--- src/evgen_pkg.sv ---
/*
  Package for the upper-range event generator select decoder.
  Holds select codes, source indices, struct carriers and presence straps.
  Assumes one peripheral clock; event inputs synchronous except timer D and pins.
*/
package evgen_pkg;
  localparam int          NUM_CHANNELS     = 10;
  localparam int          SEL_W            = 8;
  localparam logic [7:0]  SEL_OFF          = 8'h00;
  localparam logic [7:0]  SEL_SERIAL_BASE  = 8'h60;
  localparam logic [7:0]  SEL_SERIAL_LAST  = 8'h64;
  localparam logic [7:0]  SEL_SPI_BASE     = 8'h68;
  localparam logic [7:0]  SEL_SPI_LAST     = 8'h69;
  localparam logic [7:0]  SEL_TIMER_A0     = 8'h80;
  localparam logic [7:0]  SEL_TIMER_A1     = 8'h88;
  localparam logic [7:0]  SEL_TIMER_A_MASK = 8'hF8;
  localparam logic [2:0]  TA_OVF           = 3'h0;
  localparam logic [2:0]  TA_HIGH_BYTE_UNDERFLOW          = 3'h1;
  localparam logic [2:0]  TA_CMP0          = 3'h4;
  localparam logic [2:0]  TA_CMP1          = 3'h5;
  localparam logic [2:0]  TA_CMP2          = 3'h6;
  localparam logic [7:0]  SEL_TIMER_B_BASE = 8'hA0;
  localparam logic [7:0]  SEL_TIMER_B_LAST = 8'hA7;
  localparam logic [7:0]  SEL_TIMER_D_BASE = 8'hB0;
  localparam logic [7:0]  SEL_TIMER_D_LAST = 8'hB3;
  localparam int          NUM_SERIAL       = 5;
  localparam int          NUM_SPI          = 2;
  localparam int          NUM_TIMER_B      = 4;

  typedef struct packed {
    logic overflow_or_low_underflow;
    logic high_byte_underflow;
    logic compare_match_zero;
    logic compare_match_one;
    logic compare_match_two;
  } timer_a_ev_t;

  typedef struct packed {
    logic capture_flag_event;
    logic counter_overflow_event;
  } timer_b_ev_t;

  typedef struct packed {
    logic compare_b_clear_match;
    logic compare_a_set_match;
    logic compare_b_set_match;
    logic programmable_event_out;
  } timer_d_ev_t;

  // Which optional instances exist in this pin-count variant
  typedef struct packed {
    logic serial_unit_three;
    logic serial_unit_four;
    logic timer_a_unit_one;
    logic timer_b_unit_three;
  } variant_t;
endpackage

--- src/event_generator_select_upper.sv ---
/*
  Upper-range event generator select router for all event channels.
  Assumes select codes come from the channel select registers elsewhere
  and all synchronous sources are already on mclk.
*/
// Operation
// - Codes 60h-64h route serial units 0-4 transfer clocks, synchronously, any channel.
// - Codes 68h and 69h route SPI units 0 and 1 host clock.
// - Timer A0 codes 80,81,84-86 select overflow, high underflow, compares.
// - Timer A1 uses the same events at codes offset by eight.
// - Timer B 0-3: even code capture flag, odd code overflow.
// - Capture event follows the timer's own flag timing one mclk later; router adds only that register stage.
// - Port pin events read zero when the pin input buffer is off.
// - Sources of absent instances in this variant give no event.
// - Each channel carries one selected generator; code zero carries nothing.
module event_generator_select_upper
  import evgen_pkg::*;
(
  input  wire logic                      mclk,
  input  wire logic                      rst,
  input  wire logic [NUM_CHANNELS*8-1:0] channel_generator_select,
  input  variant_t                       variant,
  input  wire logic [NUM_SERIAL-1:0]     serial_transfer_clock,
  input  wire logic [NUM_SPI-1:0]        spi_host_clock,
  input  timer_a_ev_t                    timer_a_unit_zero,
  input  timer_a_ev_t                    timer_a_unit_one,
  input  timer_b_ev_t [NUM_TIMER_B-1:0]  timer_b_unit,
  input  timer_d_ev_t                    timer_d_unit_zero,
  input  wire logic [NUM_CHANNELS-1:0]   pin_event,
  input  wire logic [NUM_CHANNELS-1:0]   pin_select,
  input  wire logic [NUM_CHANNELS-1:0]   pin_buffer_enable,
  output logic      [NUM_CHANNELS-1:0]   sync_event,
  output logic      [NUM_CHANNELS-1:0]   channel_active
);

  // Timer A event by low code bits; unused codes give nothing
  function automatic logic pick_timer_a(input timer_a_ev_t t, input logic [2:0] s);
    logic r;
    r = 1'b0;
    case (s)
      TA_OVF:  r = t.overflow_or_low_underflow;
      TA_HIGH_BYTE_UNDERFLOW: r = t.high_byte_underflow;
      TA_CMP0: r = t.compare_match_zero;
      TA_CMP1: r = t.compare_match_one;
      TA_CMP2: r = t.compare_match_two;
      default: r = 1'b0;
    endcase
    return r;
  endfunction

  logic [NUM_SERIAL-1:0]  serial_present;
  logic [NUM_TIMER_B-1:0] timer_b_present;
  logic [NUM_CHANNELS-1:0] next_sync_event;
  logic [NUM_CHANNELS-1:0] next_channel_active;
  logic [NUM_CHANNELS-1:0] async_event;

  // Absent instances are masked so a stray code is silent
  always_comb begin
    serial_present  = {variant.serial_unit_four, variant.serial_unit_three, 3'h7};
    timer_b_present = {variant.timer_b_unit_three, 3'h7};
  end

  genvar ch;
  generate
    for (ch = 0; ch < NUM_CHANNELS; ch++) begin : g_chan
      logic [7:0] sel;
      logic       d_hit;
      logic       d_ev;
      logic       s_ev;
      logic       s_hit;
      assign sel = channel_generator_select[ch*8 +: 8];

      evgen_timer_d_path u_tdp (
        .sel               (sel),
        .timer_d_unit_zero (timer_d_unit_zero),
        .hit               (d_hit),
        .ev                (d_ev)
      );

      // Synchronous source mux, one generator per channel
      always_comb begin
        s_ev  = 1'b0;
        s_hit = 1'b0;
        if (sel == SEL_OFF) begin
          s_hit = 1'b0;
        end else if (sel >= SEL_SERIAL_BASE && sel <= SEL_SERIAL_LAST) begin
          s_hit = serial_present[sel[2:0]];
          s_ev  = serial_transfer_clock[sel[2:0]] & serial_present[sel[2:0]];
        end else if (sel >= SEL_SPI_BASE && sel <= SEL_SPI_LAST) begin
          s_hit = 1'b1;
          s_ev  = spi_host_clock[sel[0]];
        end else if ((sel & SEL_TIMER_A_MASK) == SEL_TIMER_A0) begin
          s_hit = 1'b1;
          s_ev  = pick_timer_a(timer_a_unit_zero, sel[2:0]);
        end else if ((sel & SEL_TIMER_A_MASK) == SEL_TIMER_A1) begin
          s_hit = variant.timer_a_unit_one;
          s_ev  = pick_timer_a(timer_a_unit_one, sel[2:0]) & variant.timer_a_unit_one;
        end else if (sel >= SEL_TIMER_B_BASE && sel <= SEL_TIMER_B_LAST) begin
          s_hit = timer_b_present[sel[2:1]];
          // Capture pulse is taken as the timer raises it, mode logic lives in the timer
          s_ev  = (sel[0] ? timer_b_unit[sel[2:1]].counter_overflow_event
                          : timer_b_unit[sel[2:1]].capture_flag_event) & timer_b_present[sel[2:1]];
        end
      end

      // Async path, on no output: pin path gated by buffer enable, or timer D
      always_comb begin
        async_event[ch] = 1'b0;
        if (pin_select[ch]) begin
          async_event[ch] = pin_event[ch] & pin_buffer_enable[ch];
        end else if (d_hit) begin
          async_event[ch] = d_ev;
        end
        next_sync_event[ch]     = s_ev;
        next_channel_active[ch] = s_hit | d_hit;
      end
    end
  endgenerate

  // Registered synchronous events and activity
  always_ff @(posedge mclk or posedge rst) begin
    if (rst) begin
      sync_event     <= '0;
      channel_active <= '0;
    end else begin
      sync_event     <= next_sync_event;
      channel_active <= next_channel_active;
    end
  end

  // Timer D and pin events are async; registered copy async_seen feeds no output
  logic [NUM_CHANNELS-1:0] async_seen;
  always_ff @(posedge mclk or posedge rst) begin
    if (rst) begin
      async_seen <= '0;
    end else begin
      async_seen <= async_event;
    end
  end

  a_off_silent: assert property (@(posedge mclk) disable iff (rst)
    (channel_generator_select[7:0] == SEL_OFF) |=> !sync_event[0] && !channel_active[0])
    else $error("channel 0 off but active");
  a_spi_route: assert property (@(posedge mclk) disable iff (rst)
    (channel_generator_select[7:0] == SEL_SPI_BASE) |=> sync_event[0] == $past(spi_host_clock[0]))
    else $error("spi clock not routed");
  a_serial_route: assert property (@(posedge mclk) disable iff (rst)
    (channel_generator_select[7:0] == SEL_SERIAL_BASE) |=> sync_event[0] == $past(serial_transfer_clock[0]))
    else $error("serial clock not routed");
  a_ta0_ovf: assert property (@(posedge mclk) disable iff (rst)
    (channel_generator_select[7:0] == SEL_TIMER_A0) |=>
      sync_event[0] == $past(timer_a_unit_zero.overflow_or_low_underflow))
    else $error("timer a0 overflow not routed");
  a_ta1_absent: assert property (@(posedge mclk) disable iff (rst)
    ((channel_generator_select[7:0] & SEL_TIMER_A_MASK) == SEL_TIMER_A1 && !variant.timer_a_unit_one)
      |=> !sync_event[0] && !channel_active[0])
    else $error("absent timer a1 routed");
  a_tb_capture_flag_event: assert property (@(posedge mclk) disable iff (rst)
    (channel_generator_select[7:0] == SEL_TIMER_B_BASE) |=>
      sync_event[0] == $past(timer_b_unit[0].capture_flag_event))
    else $error("timer b capture not routed");
  a_pin_gate: assert property (@(posedge mclk) disable iff (rst)
    (pin_select[0] && !pin_buffer_enable[0]) |=> !async_seen[0])
    else $error("pin event with buffer off");
  a_td_active: assert property (@(posedge mclk) disable iff (rst)
    (channel_generator_select[7:0] == SEL_TIMER_D_BASE) |=> channel_active[0] && !sync_event[0])
    else $error("timer d code not active");
endmodule // event_generator_select_upper

--- src/evgen_timer_d_path.sv ---
/*
  Timer D event path: picks one of the four timer D outputs.
  Combinational on purpose, these sources are asynchronous and must
  not be delayed by the peripheral clock.
*/
module evgen_timer_d_path
  import evgen_pkg::*;
(
  input  wire logic [7:0] sel,
  input  timer_d_ev_t     timer_d_unit_zero,
  output logic            hit,
  output logic            ev
);
  // Code decode for the B0..B3 range
  always_comb begin
    hit = (sel >= SEL_TIMER_D_BASE) && (sel <= SEL_TIMER_D_LAST);
    ev  = 1'b0;
    if (hit) begin
      case (sel[1:0])
        2'h0: ev = timer_d_unit_zero.compare_b_clear_match;
        2'h1: ev = timer_d_unit_zero.compare_a_set_match;
        2'h2: ev = timer_d_unit_zero.compare_b_set_match;
        default: ev = timer_d_unit_zero.programmable_event_out;
      endcase
    end
  end
endmodule // evgen_timer_d_path

--- config.mk ---
export PLATFORM = sky130hd
export DESIGN_NAME = event_generator_select_upper
export DESIGN_NICKNAME = d
export VERILOG_FILES = /design/src/evgen_pkg.sv /design/src/event_generator_select_upper.sv /design/src/evgen_timer_d_path.sv
export SDC_FILE = /design/constraint.sdc
export NUM_CORES = 1
export LEC_CHECK = 0
export BUFFER_PORTS_ARGS = -buffer_cell sky130_fd_sc_hd__buf_4
export CAP_MARGIN = 30
export CORE_ASPECT_RATIO = 0.7
export CORE_UTILIZATION = 40
export CTS_CLUSTER_SIZE = 14
export DETAILED_ROUTE_END_ITERATION = 8
export PLACE_DENSITY = 0.68
export SETUP_SLACK_MARGIN = 0.5
export SLEW_MARGIN = 30
export SYNTH_ARGS = -nofsm -noshare
export SYNTH_HDL_FRONTEND = slang
export SYNTH_SLANG_ARGS = --single-unit
--- constraint.sdc ---
create_clock -name mclk -period 1 [get_ports mclk]
set_input_delay 0 -clock mclk [delete_from_list [all_inputs] [get_ports mclk]]
set_output_delay 0 -clock mclk [all_outputs]
set_load 0.05 [all_outputs]
# Word-level counts from Yosys, hierarchy flattened
# Index checks and enable logic that the tools add are counted.
# word_totals
in_bits	145
reg_bits	20
# op_classes
magnitude_cmp	110
bitwise_logic	40
n_reduce_logical	60
muxes	300
eq_ne	60
# ops
cell	n
1-bit two-way mux	230
8-bit by 7-bit >= comparator with 1-bit output, second input constant	20
8-bit >= comparator, second input constant	20
8-bit by 7-bit less-or-equal comparator with 1-bit output, second input constant	20
8-bit less-or-equal comparator, second input constant	20
5-bit equality test, second input constant	20
1-bit one-hot mux with 5 select lines	20
3-bit equality test, second input constant	30
8-bit logical NOT	10
1-bit binary-select mux with 3-bit select	20
2-bit binary-select mux with 2-bit select	10
1-bit logical AND	40
3-bit by 4-bit < comparator with 1-bit output, second input constant	10
1-bit bitwise AND	30
3-bit by 1-bit equality test with 1-bit output, second input constant	10
3-bit logical NOT	10
2-bit by 3-bit < comparator with 1-bit output, second input constant	10
1-bit binary-select mux with 2-bit select	10
1-bit by 2-bit < comparator with 1-bit output, second input constant	10
2-bit two-way mux	10
1-bit bitwise OR	10

# Logic depth before layout (Yosys ltp)
# Gate-level depths: netlist of run 1.
# logic_depth
ltp_word	13
ltp_mapped	7
depth_no_buf	5

# Cells and area by module
# From an unflattened synthesis of run 1, not the netlist that was laid out.
# hier_totals
hier_cells	551
hier_area_um2	4563.1
# by_module_without_submodules
mod	instances	cells_per_inst	seq_area_each_um2	area_each_um2
event_generator_select_upper	1	511	500.5	4100.2
evgen_timer_d_path	10	4	0.0	46.3

# Worst setup path after synthesis of run 1
# Ideal clock, no wire load.
# synth_path
kind	input -> register
startpoint	input channel_generator_select[16]
endpoint	register sync_event[2]
arrival_ns	1.326
cell_stages	5
required_ns	0.860
path_buffers	1
path_slack_ns	-0.467
path_cell_list	clkbuf_1 -> mux4_2 -> mux2_2 -> o221ai_1 -> o221ai_1
# synth_between
elab_chain_cells	13
# synth_rtl
item	line_no	text
start, declared	event_generator_select_upper.sv:21	input wire logic [NUM_CHANNELS*8-1:0] channel_generator_select,
3-bit equality test, or another cell as far along	event_generator_select_upper.sv:40	case (s)
1-bit one-hot mux with 5 select lines	event_generator_select_upper.sv:40	
1-bit two-way mux	event_generator_select_upper.sv:95	end else if ((sel & SEL_TIMER_A_MASK) == SEL_TIMER_A1) begin
1-bit two-way mux	event_generator_select_upper.sv:92	end else if ((sel & SEL_TIMER_A_MASK) == SEL_TIMER_A0) begin
1-bit two-way mux	event_generator_select_upper.sv:89	end else if (sel >= SEL_SPI_BASE && sel <= SEL_SPI_LAST) begin
1-bit two-way mux	event_generator_select_upper.sv:86	end else if (sel >= SEL_SERIAL_BASE && sel <= SEL_SERIAL_LAST) begin
1-bit two-way mux	event_generator_select_upper.sv:84	if (sel == SEL_OFF) begin
1-bit bitwise AND	event_generator_select_upper.sv:97	s_ev = pick_timer_a(timer_a_unit_one, sel[2:0]) & variant.timer_a_unit_one;
1-bit two-way mux	event_generator_select_upper.sv:95	
1-bit two-way mux	event_generator_select_upper.sv:92	
1-bit two-way mux	event_generator_select_upper.sv:89	
1-bit two-way mux	event_generator_select_upper.sv:86	
1-bit two-way mux (*)	event_generator_select_upper.sv:84	
named net g_chan[2].s_ev	event_generator_select_upper.sv:69	logic s_ev;
end signal, assigned	event_generator_select_upper.sv:126	sync_event <= next_sync_event;
end, declared	event_generator_select_upper.sv:32	output logic [NUM_CHANNELS-1:0] sync_event,
# Mark *: on every way through the listed nets, which the timed path passes. The rest lies on a longest branch. The select of a mux whose other input is x is not followed.

# Final worst setup path of run 1
# layout_path
startpoint	input channel_generator_select[49]
endpoint	register sync_event[6]
# layout_between
elab_chain_cells	13
# layout_rtl
item	line_no
3-bit equality test, or another cell as far along	event_generator_select_upper.sv:40
1-bit one-hot mux with 5 select lines	event_generator_select_upper.sv:40
1-bit two-way mux	event_generator_select_upper.sv:95
1-bit two-way mux	event_generator_select_upper.sv:92
1-bit two-way mux	event_generator_select_upper.sv:89
1-bit two-way mux	event_generator_select_upper.sv:86
1-bit two-way mux	event_generator_select_upper.sv:84
1-bit bitwise AND	event_generator_select_upper.sv:97
1-bit two-way mux	event_generator_select_upper.sv:95
1-bit two-way mux	event_generator_select_upper.sv:92
1-bit two-way mux	event_generator_select_upper.sv:89
1-bit two-way mux	event_generator_select_upper.sv:86
1-bit two-way mux (*)	event_generator_select_upper.sv:84
named net g_chan[6].s_ev	event_generator_select_upper.sv:69
# Marks and branches as above.

==> results of run 1 <==
-- what timing repair did --
| action | 4_1_cts | 5_1_grt |
|---|---|---|
| endpoints found under the hold margin | 20 | 20 |
| pin swaps | 53 | 29 |
| setup buffers | 12 | 6 |
| endpoints found under the setup margin | 40 | 40 |
| resized for setup | 191 | 43 |
-- power by group through the flow --
stage / sequential (W) / clock [W] / combinational, W
floorplan: 0.00100 / 0 / 0.00128
global placement: 0.000873 / 0 / 0.00256
detailed placement: 0.000874 / 0 / 0.00261
CTS: 0.000871 / 0.00107 / 0.00299
global route: 0.000875 / 0.00110 / 0.00334
finish: 0.000872 / 0.00106 / 0.00319
-- registers in the layout, indices dropped and copies added, names as in the netlist --
name	flops
channel_active	10
sync_event	10
-- through the flow --
step | hold slack, ns | instances | utilization | TNS (ns)
6_report | -0.208 | 910 | 0.779 | -1.20
2_1_floorplan | -0.0375 | 521 | - | -1.87
5_1_grt | -0.160 | 910 | 0.779 | -1.49
3_5_place_dp | 0.0937 | 888 | 0.659 | -4.99
3_3_place_gp | 0.0842 | 888 | 0.659 | -4.75
4_1_cts | -0.200 | 904 | 0.756 | -1.02
-- cell usage in the layout, fill, tap and decap left out, types with 18 or more instances in the layout --
cell     instances
buf_4          207
buf_6           58
mux2i_1         42
buf_8           33
o21ai_0         30
mux4_2          29
nor2_1          24
nand2_1         24
dfrtp_2         19
a21oi_1         18
-- layout make-up --
| class | instances | area share |
|---|---|---|
| Multi-Input combinational cell | 420 | 0.502 |
| Timing Repair Buffer | 311 | 0.382 |
| Sequential cell | 20 | 0.0676 |
| Tap cell | 128 | 0.0207 |
| Inverter | 27 | 0.0157 |
| Clock buffer | 4 | 0.0115 |
-- worst min-delay path by stage --
stage               startpoint                           to  slack, ns  cells past startpoint
floorplan                  rst      sync_event[6]$_DFF_PP0_      -0.04                      1
global placement           rst  channel_active[5]$_DFF_PP0_       0.08                      3
detailed placement         rst  channel_active[5]$_DFF_PP0_       0.09                      3
CTS                        rst  channel_active[5]$_DFF_PP0_      -0.20                      3
global route               rst  channel_active[5]$_DFF_PP0_      -0.16                      3
finish                     rst  channel_active[5]$_DFF_PP0_      -0.21                      3
-- cells by family after synthesis --
group | share of synthesized area
AO/OA/AOI/OAI | 0.264
multiplexers | 0.299
buffers and inverters | 0.0849
AND/OR/NAND/NOR | 0.234
flip-flops | 0.119
-- worst max-delay path: stages --
cell       delay [ns]
buf_12           0.09
mux4_2           0.49
mux2i_1          0.22
a2111oi_1        0.08
or4_1            0.50
-- Yosys cell counts, types with 8 or more instances --
library cell	count	area, um^2
o21ai_0	53	265
mux2i_1	50	500
nor2_1	31	116
mux4_2	29	653
a21oi_1	26	130
inv_1	26	97.6
clkbuf_1	25	93.8
nand2_1	24	90.1
dfrtp_1	20	500
buf_2	18	90.1
nor2b_1	16	100
nand3_1	15	75.1
nand4_1	13	81.3
nor4bb_1	12	120
nand2b_1	10	62.6
o211ai_1	10	75.1
a211oi_1	9	67.6
mux2_2	8	90.1
nand3b_1	8	60.1
-- routing by layer --
metal | share of wire | vias up
met1 | 0.40 | 2823
met4 | 0.044 | 0
met2 | 0.45 | 359
met3 | 0.10 | 82
li1 | - | 2581
met5 | 0 | -
==> out/results.ini, run 1 <==
[power]
pwr-share-comb = 0.623
p_int_w = 0.00314
power_leakage_nw = 3.35
ir_drop_v = 0.000659
power_w = 0.00512
p_per_area_nw_per_um2 = 661
p_clk_frac = 0.207
p_switching_w = 0.00198
swShare = 0.387
power_frac_seq = 0.170

[sta]
setup_viol = 10
setup_ws_ns = -0.245
fin_crit_ns = 1.25
slew_headroom = 0.685
period_share = 1.25
fmax_mhz = 803
hold_slack_ns = -0.208
slew_viol_final = 0
rsz0062_at_grt = yes
finalHoldViolCount = 20
tightest_slew_ns = 0.467

[critical_path]
crit_arrival_ns = 1.39
path_class = in -> reg
cp-endpoint = sync_event[6]$_DFF_PP0_
crit_required_ns = 1.14
cp-startpoint = channel_generator_select[49]
worst-path-max-fanout = 4
end_kind = flip-flop
cp-start-kind = input port

[detailed_routing]
dr.pass1.iters = 5
wl_per_cell_um = 22.2
totalWireLength_um = 20200
num_vias = 5845
drc = 0
ant_nets = 0
via_per_inst = 6.42
drt_iter0_drc = 579

[global_routing]
grt_pass1_wl_um = 31100
grtUsageMet1 = 0.469
grt_max_degree = 21
antenna_found_initial = 0
grt.met2_usage = 0.597
track_usage = 0.363
grt_util_met3 = 0.0727
busiest_layer = met2
grt_pass1_vias = 5796
gr-total-overflow = 0

[die]
num_rows = 30
die_w_um = 125
die_h_um = 87.9
io_pins = 165
design.die.area_um2 = 11000
core-area_um2 = 9950
initial_core_util = 0.424

[cells_and_area]
finalNetCount = 928
final_area_um2 = 7750
area_growth_pct = 83.9
n_antenna_cell = 0
drive_gt1_frac = 0.590
seqCellArea_um2 = 524
multiInputGateArea_um2 = 3890
n_fill_cell = 682

[run_status]
status = finished, violations left
violations = hold timing, setup timing

[place]
routabilityCongestion = 0.931
place_area_um2 = 6560
io_buffers = 130
hpwlAfterDp_um = 14500
dp_slack_ns = -0.557

[logic_synthesis]
synth_flop_cell = dfrtp_1
ys_seq_elements = 20
async_flop_share = 1.00
yosysUniqueCellTypes = 65
yosysWarnings = 0
synth_edf_count = 0
syn_area_um2 = 4220
synth_fp_nets = 666
avgSynthCellArea_um2 = 8.09
synthCells = 521
seq_area_frac_synth = 0.119

[clock_network]
cts.sinks = 20
clockBufferDepth = 2
clk_pin_slew_worst_paths_ns = 0.08
tritoncts = built
numCtsBuffers = 3
cts-htree-levels = 1
clockRootBuffer = clkbuf_16

[hold_path]
hp-class = in -> async

[job]
drv_cap = 0

Note: power is estimated with default switching activity, not from simulation.
==> inputs of run 2 (changes only) <==
Settings changed: PLACE_DENSITY 0.68 to 0.66.
==> run 2 against run 1 <==
Compared with the run above:
- the run still ends with hold timing, setup timing left
- design area shrank 1.6%
- sequential power is essentially flat
- first-iteration DRC count grew 1.6%
- flip-flop and latch count unchanged
- fmax rose by 1.9%
- routed wire length down 5.1%
- critical path type unchanged
==> out/results.ini, run 2 (synthesis results as in run 1) <==
[cells_and_area]
n_antenna_cell = 0
finalNetCount = 923
mostFrequentLayoutCells = 217 x buf_4, 43 x mux2i_1, 43 x buf_6, 33 x o21ai_0, 33 x buf_8
layout_commonest_cell = buf_4
drive_gt1_frac = 0.583
area_growth_pct = 80.8
final_util = 0.767
top_regs = channel_active: 10 flops, sync_event: 10 flops

[detailed_routing]
drt_iter0_drc = 588
num_vias = 5727
wl_per_cell_um = 21.2
totalWireLength_um = 19200
drc = 0
via_per_inst = 6.33
dr.pass1.iters = 5
ant_nets = 0

[sta]
fin_crit_ns = 1.22
rsz0062_at_grt = yes
fmax_mhz = 819
slew_headroom = 0.711
setup_ws_ns = -0.222
tightest_slew_ns = 0.427
setup_viol = 7
hold_slack_ns = -0.210
finalHoldViolCount = 20
slew_viol_final = 0
period_share = 1.22

[clock_network]
numCtsBuffers = 3
cts-htree-levels = 1
clockRootBuffer = clkbuf_16
clk_pin_slew_worst_paths_ns = 0.07
tritoncts = built
cts.sinks = 20
clockBufferDepth = 2

[global_routing]
grt_max_degree = 21
gr-total-overflow = 0
grt_pass1_wl_um = 30100
track_usage = 0.347
grt_pass1_vias = 5819
antenna_found_initial = 0

[critical_path]
path_class = in -> reg
cp-start-kind = input port
crit_required_ns = 1.14
end_kind = flip-flop
crit_arrival_ns = 1.36
worst-path-max-fanout = 9

[die]
die_h_um = 87.9
die_w_um = 125
io_pins = 165
core-area_um2 = 9950
design.die.area_um2 = 11000
num_rows = 30
initial_core_util = 0.424

[job]
drv_cap = 0

[power]
power_leakage_nw = 3.31
power_w = 0.00519
ir_drop_v = 0.000665
p_per_area_nw_per_um2 = 680

[place]
io_buffers = 130
hpwlAfterDp_um = 14200
routabilityCongestion = 0.951

[hold_path]
hp-class = in -> async

[run_status]
status = finished, violations left
violations = hold timing, setup timing

## run 2: report_power, final
group          switching, W  internal, W
combinational       0.00146      0.00164
sequential        0.0000227     0.000849
clock              0.000414     0.000799
total               0.00190      0.00329
## run 2: final timing paths
check	cells after the start	slack, ns	from	to
worst max-delay path	6	-0.22	channel_generator_select[50]	sync_event[6]$_DFF_PP0_
min in group mclk	4	0.06	channel_generator_select[19]	channel_active[2]$_DFF_PP0_
max in group asynchronous	3	0.94	rst	channel_active[0]$_DFF_PP0_
worst min-delay path	3	-0.21	rst	channel_active[5]$_DFF_PP0_
## run 2: timing repair
action,in CTS,in global routing
cloned,1,0
endpoints found under the hold margin,20,20
resized for setup,159,47
endpoints found under the setup margin,40,40
setup buffers,10,2
pin swaps,42,21
## run 2: worst max-delay path: stages
cell	delay [ns]
buf_6	0.12
mux2_4	0.31
a22oi_2	0.15
o221a_2	0.22
a2111oi_2	0.05
or4_1	0.52
## run 2: per-stage QoR
| step | std cells | area, um^2 | worst slack (ns) | setup TNS, ns |
|---|---|---|---|---|
| floorplan | 521 | 4680 | -0.385 | -1.87 |
| global placement | 888 | 6540 | -0.504 | -4.46 |
| detailed placement | 888 | 6540 | -0.537 | -4.76 |
| CTS | 903 | 7380 | -0.231 | -0.719 |
| global route | 905 | 7620 | -0.260 | -1.03 |
| finish | 905 | 7620 | -0.222 | -0.805 |
## run 2: area by class of cell
cell class | instances | area, um^2
Multi-Input combinational cell | 420 | 3840
Fill cell | 722 | 2320
Sequential cell | 20 | 524
Clock buffer | 3 | 75.1
Clock inverter | 1 | 30.0
Inverter | 27 | 118
Timing Repair Buffer | 306 | 2880
Tap cell | 128 | 160
## run 2: layer usage
layer,track usage,vias to the layer above,share of wire
met5,0,-,0
met1,0.442,2811,0.42
met4,0.127,0,0.028
met3,0.0623,51,0.080
li1,-,2567,-
met2,0.594,298,0.47
==> inputs of run 3 (changes only) <==
Settings changed: CAP_MARGIN 30 to 40, REMOVE_ABC_BUFFERS set to 1.
==> run 3 against run 2 <==
Compared with the run above:
- the run still ends with hold timing, setup timing left
- sequential power fell by 1%
- count of clock-buffer cells in the layout did not move
- flip-flop and latch count did not move
- design area fell by 1.5%
- clock power fell by 23%
- combinational power barely moved
- final cell count rose by 0.77%
- sequential share of layout area fell by 0.21 points
- global-route usage barely moved
- worst setup slack improved by 0.015 ns
- critical path depth fell by 1
- critical path type unchanged
- largest cell class unchanged
==> out/results.ini, run 3 (synthesis results as in run 1) <==
[cells_and_area]
final_area_um2 = 7510
seqCellArea_um2 = 500
drive_gt1_frac = 0.548
n_fill_cell = 711
top_regs = channel_active: 10 flops, sync_event: 10 flops
finalNetCount = 931
multiInputGateArea_um2 = 3790
n_antenna_cell = 0
layout_commonest_cell = buf_4
mostFrequentLayoutCells = 213 x buf_4, 78 x buf_6, 43 x mux2i_1, 31 x o21ai_0, 29 x mux4_2
area_growth_pct = 78.2

[critical_path]
crit_required_ns = 1.13
cp-start-kind = input port
end_kind = flip-flop
crit_arrival_ns = 1.34
worst-path-max-fanout = 5
path_class = in -> reg

[run_status]
violations = hold timing, setup timing
status = finished, violations left

[global_routing]
track_usage = 0.347
grt_pass1_wl_um = 29800
grt_pass1_vias = 5647
gr-total-overflow = 0
grt_max_degree = 21
antenna_found_initial = 0

[clock_network]
clockBufferDepth = 2
clockRootBuffer = clkbuf_16
numCtsBuffers = 3
tritoncts = built
cts-htree-levels = 1
cts.sinks = 20
clk_pin_slew_worst_paths_ns = 0.08

[die]
num_rows = 30
design.die.area_um2 = 11000
die_h_um = 87.9
io_pins = 165
core-area_um2 = 9950
die_w_um = 125
initial_core_util = 0.424

[detailed_routing]
via_per_inst = 6.39
wl_per_cell_um = 21.6
ant_nets = 0
dr.pass1.iters = 5
drt_iter0_drc = 730
totalWireLength_um = 19700
drc = 0
num_vias = 5824

[sta]
slew_viol_final = 0
finalHoldViolCount = 20
rsz0062_at_grt = yes
fmax_mhz = 828
period_share = 1.21
tns_ns = -0.943
tightest_slew_ns = 0.413
setup_ws_ns = -0.207
setup_viol = 9
fin_crit_ns = 1.21
hold_slack_ns = -0.200
slew_headroom = 0.721

[hold_path]
hp-class = in -> async

[power]
ir_drop_v = 0.000416
power_w = 0.00488
p_per_area_nw_per_um2 = 649
power_leakage_nw = 3.36

[place]
dp_slack_ns = -0.568
routabilityCongestion = 1.00
io_buffers = 130
place_area_um2 = 6400
hpwlAfterDp_um = 14500

[job]
drv_cap = 0

==> run 3: changes by cell type in the layout (fill, tap and decap cells not counted), sizes merged <==
cell and change:
buf +8, clkinvlp -2, bufinv -1, clkinv +1, inv +1
==> run 3: layout make-up <==
cell class                 instances  share of cell area
tap                              128              0.0213
timing repair buffer             314               0.380
sequential                        20              0.0666
inverter                          27              0.0180
clock buffer                       3             0.00999
multi-input combinational        420               0.504
==> run 3: report_power, final <==
| part | switching, W | internal (W) | leakage (nW) |
|---|---|---|---|
| combinational | 0.00148 | 0.00161 | 3.04 |
| sequential | 0.0000171 | 0.000843 | 0.274 |
| clock | 0.000398 | 0.000532 | 0.0370 |
==> run 3: critical path, stage by stage <==
cell	delay (ns)
buf_8	0.10
mux4_2	0.52
mux2i_4	0.19
a2111oi_2	0.07
or4_1	0.46
==> run 3: path summary, 6_finish.rpt <==
| kind | from | to | depth (start not counted) |
|---|---|---|---|
| max in group asynchronous | rst | channel_active[2]$_DFF_PP0_ | 3 |
| max | channel_generator_select[49] | sync_event[6]$_DFF_PP0_ | 5 |
| min | rst | sync_event[5]$_DFF_PP0_ | 3 |
| min in group mclk | channel_generator_select[39] | channel_active[4]$_DFF_PP0_ | 4 |
==> run 3: timing repair <==
action / in CTS / in global routing
pin swaps: 53 / 33
endpoints found under the hold margin: 20 / 20
setup buffers: 9 / 3
gates resized for setup: 183 / 63
setup endpoints to repair: 40 / 40
==> run 3: per-layer routing <==
layer | part of all wire | track usage | routed length, um
met5 | 0 | 0 | 0
met4 | 0.034 | 0.108 | 671
met3 | 0.11 | 0.0586 | 2260
met2 | 0.43 | 0.547 | 8530
met1 | 0.42 | 0.486 | 8250
==> run 3: stage by stage <==
| stage | util | std cells |
|---|---|---|
| 2_1_floorplan | - | 467 |
| 3_3_place_gp | 0.643 | 897 |
| 3_5_place_dp | 0.643 | 897 |
| 4_1_cts | 0.723 | 909 |
| 5_1_grt | 0.755 | 912 |
| 6_report | 0.755 | 912 |
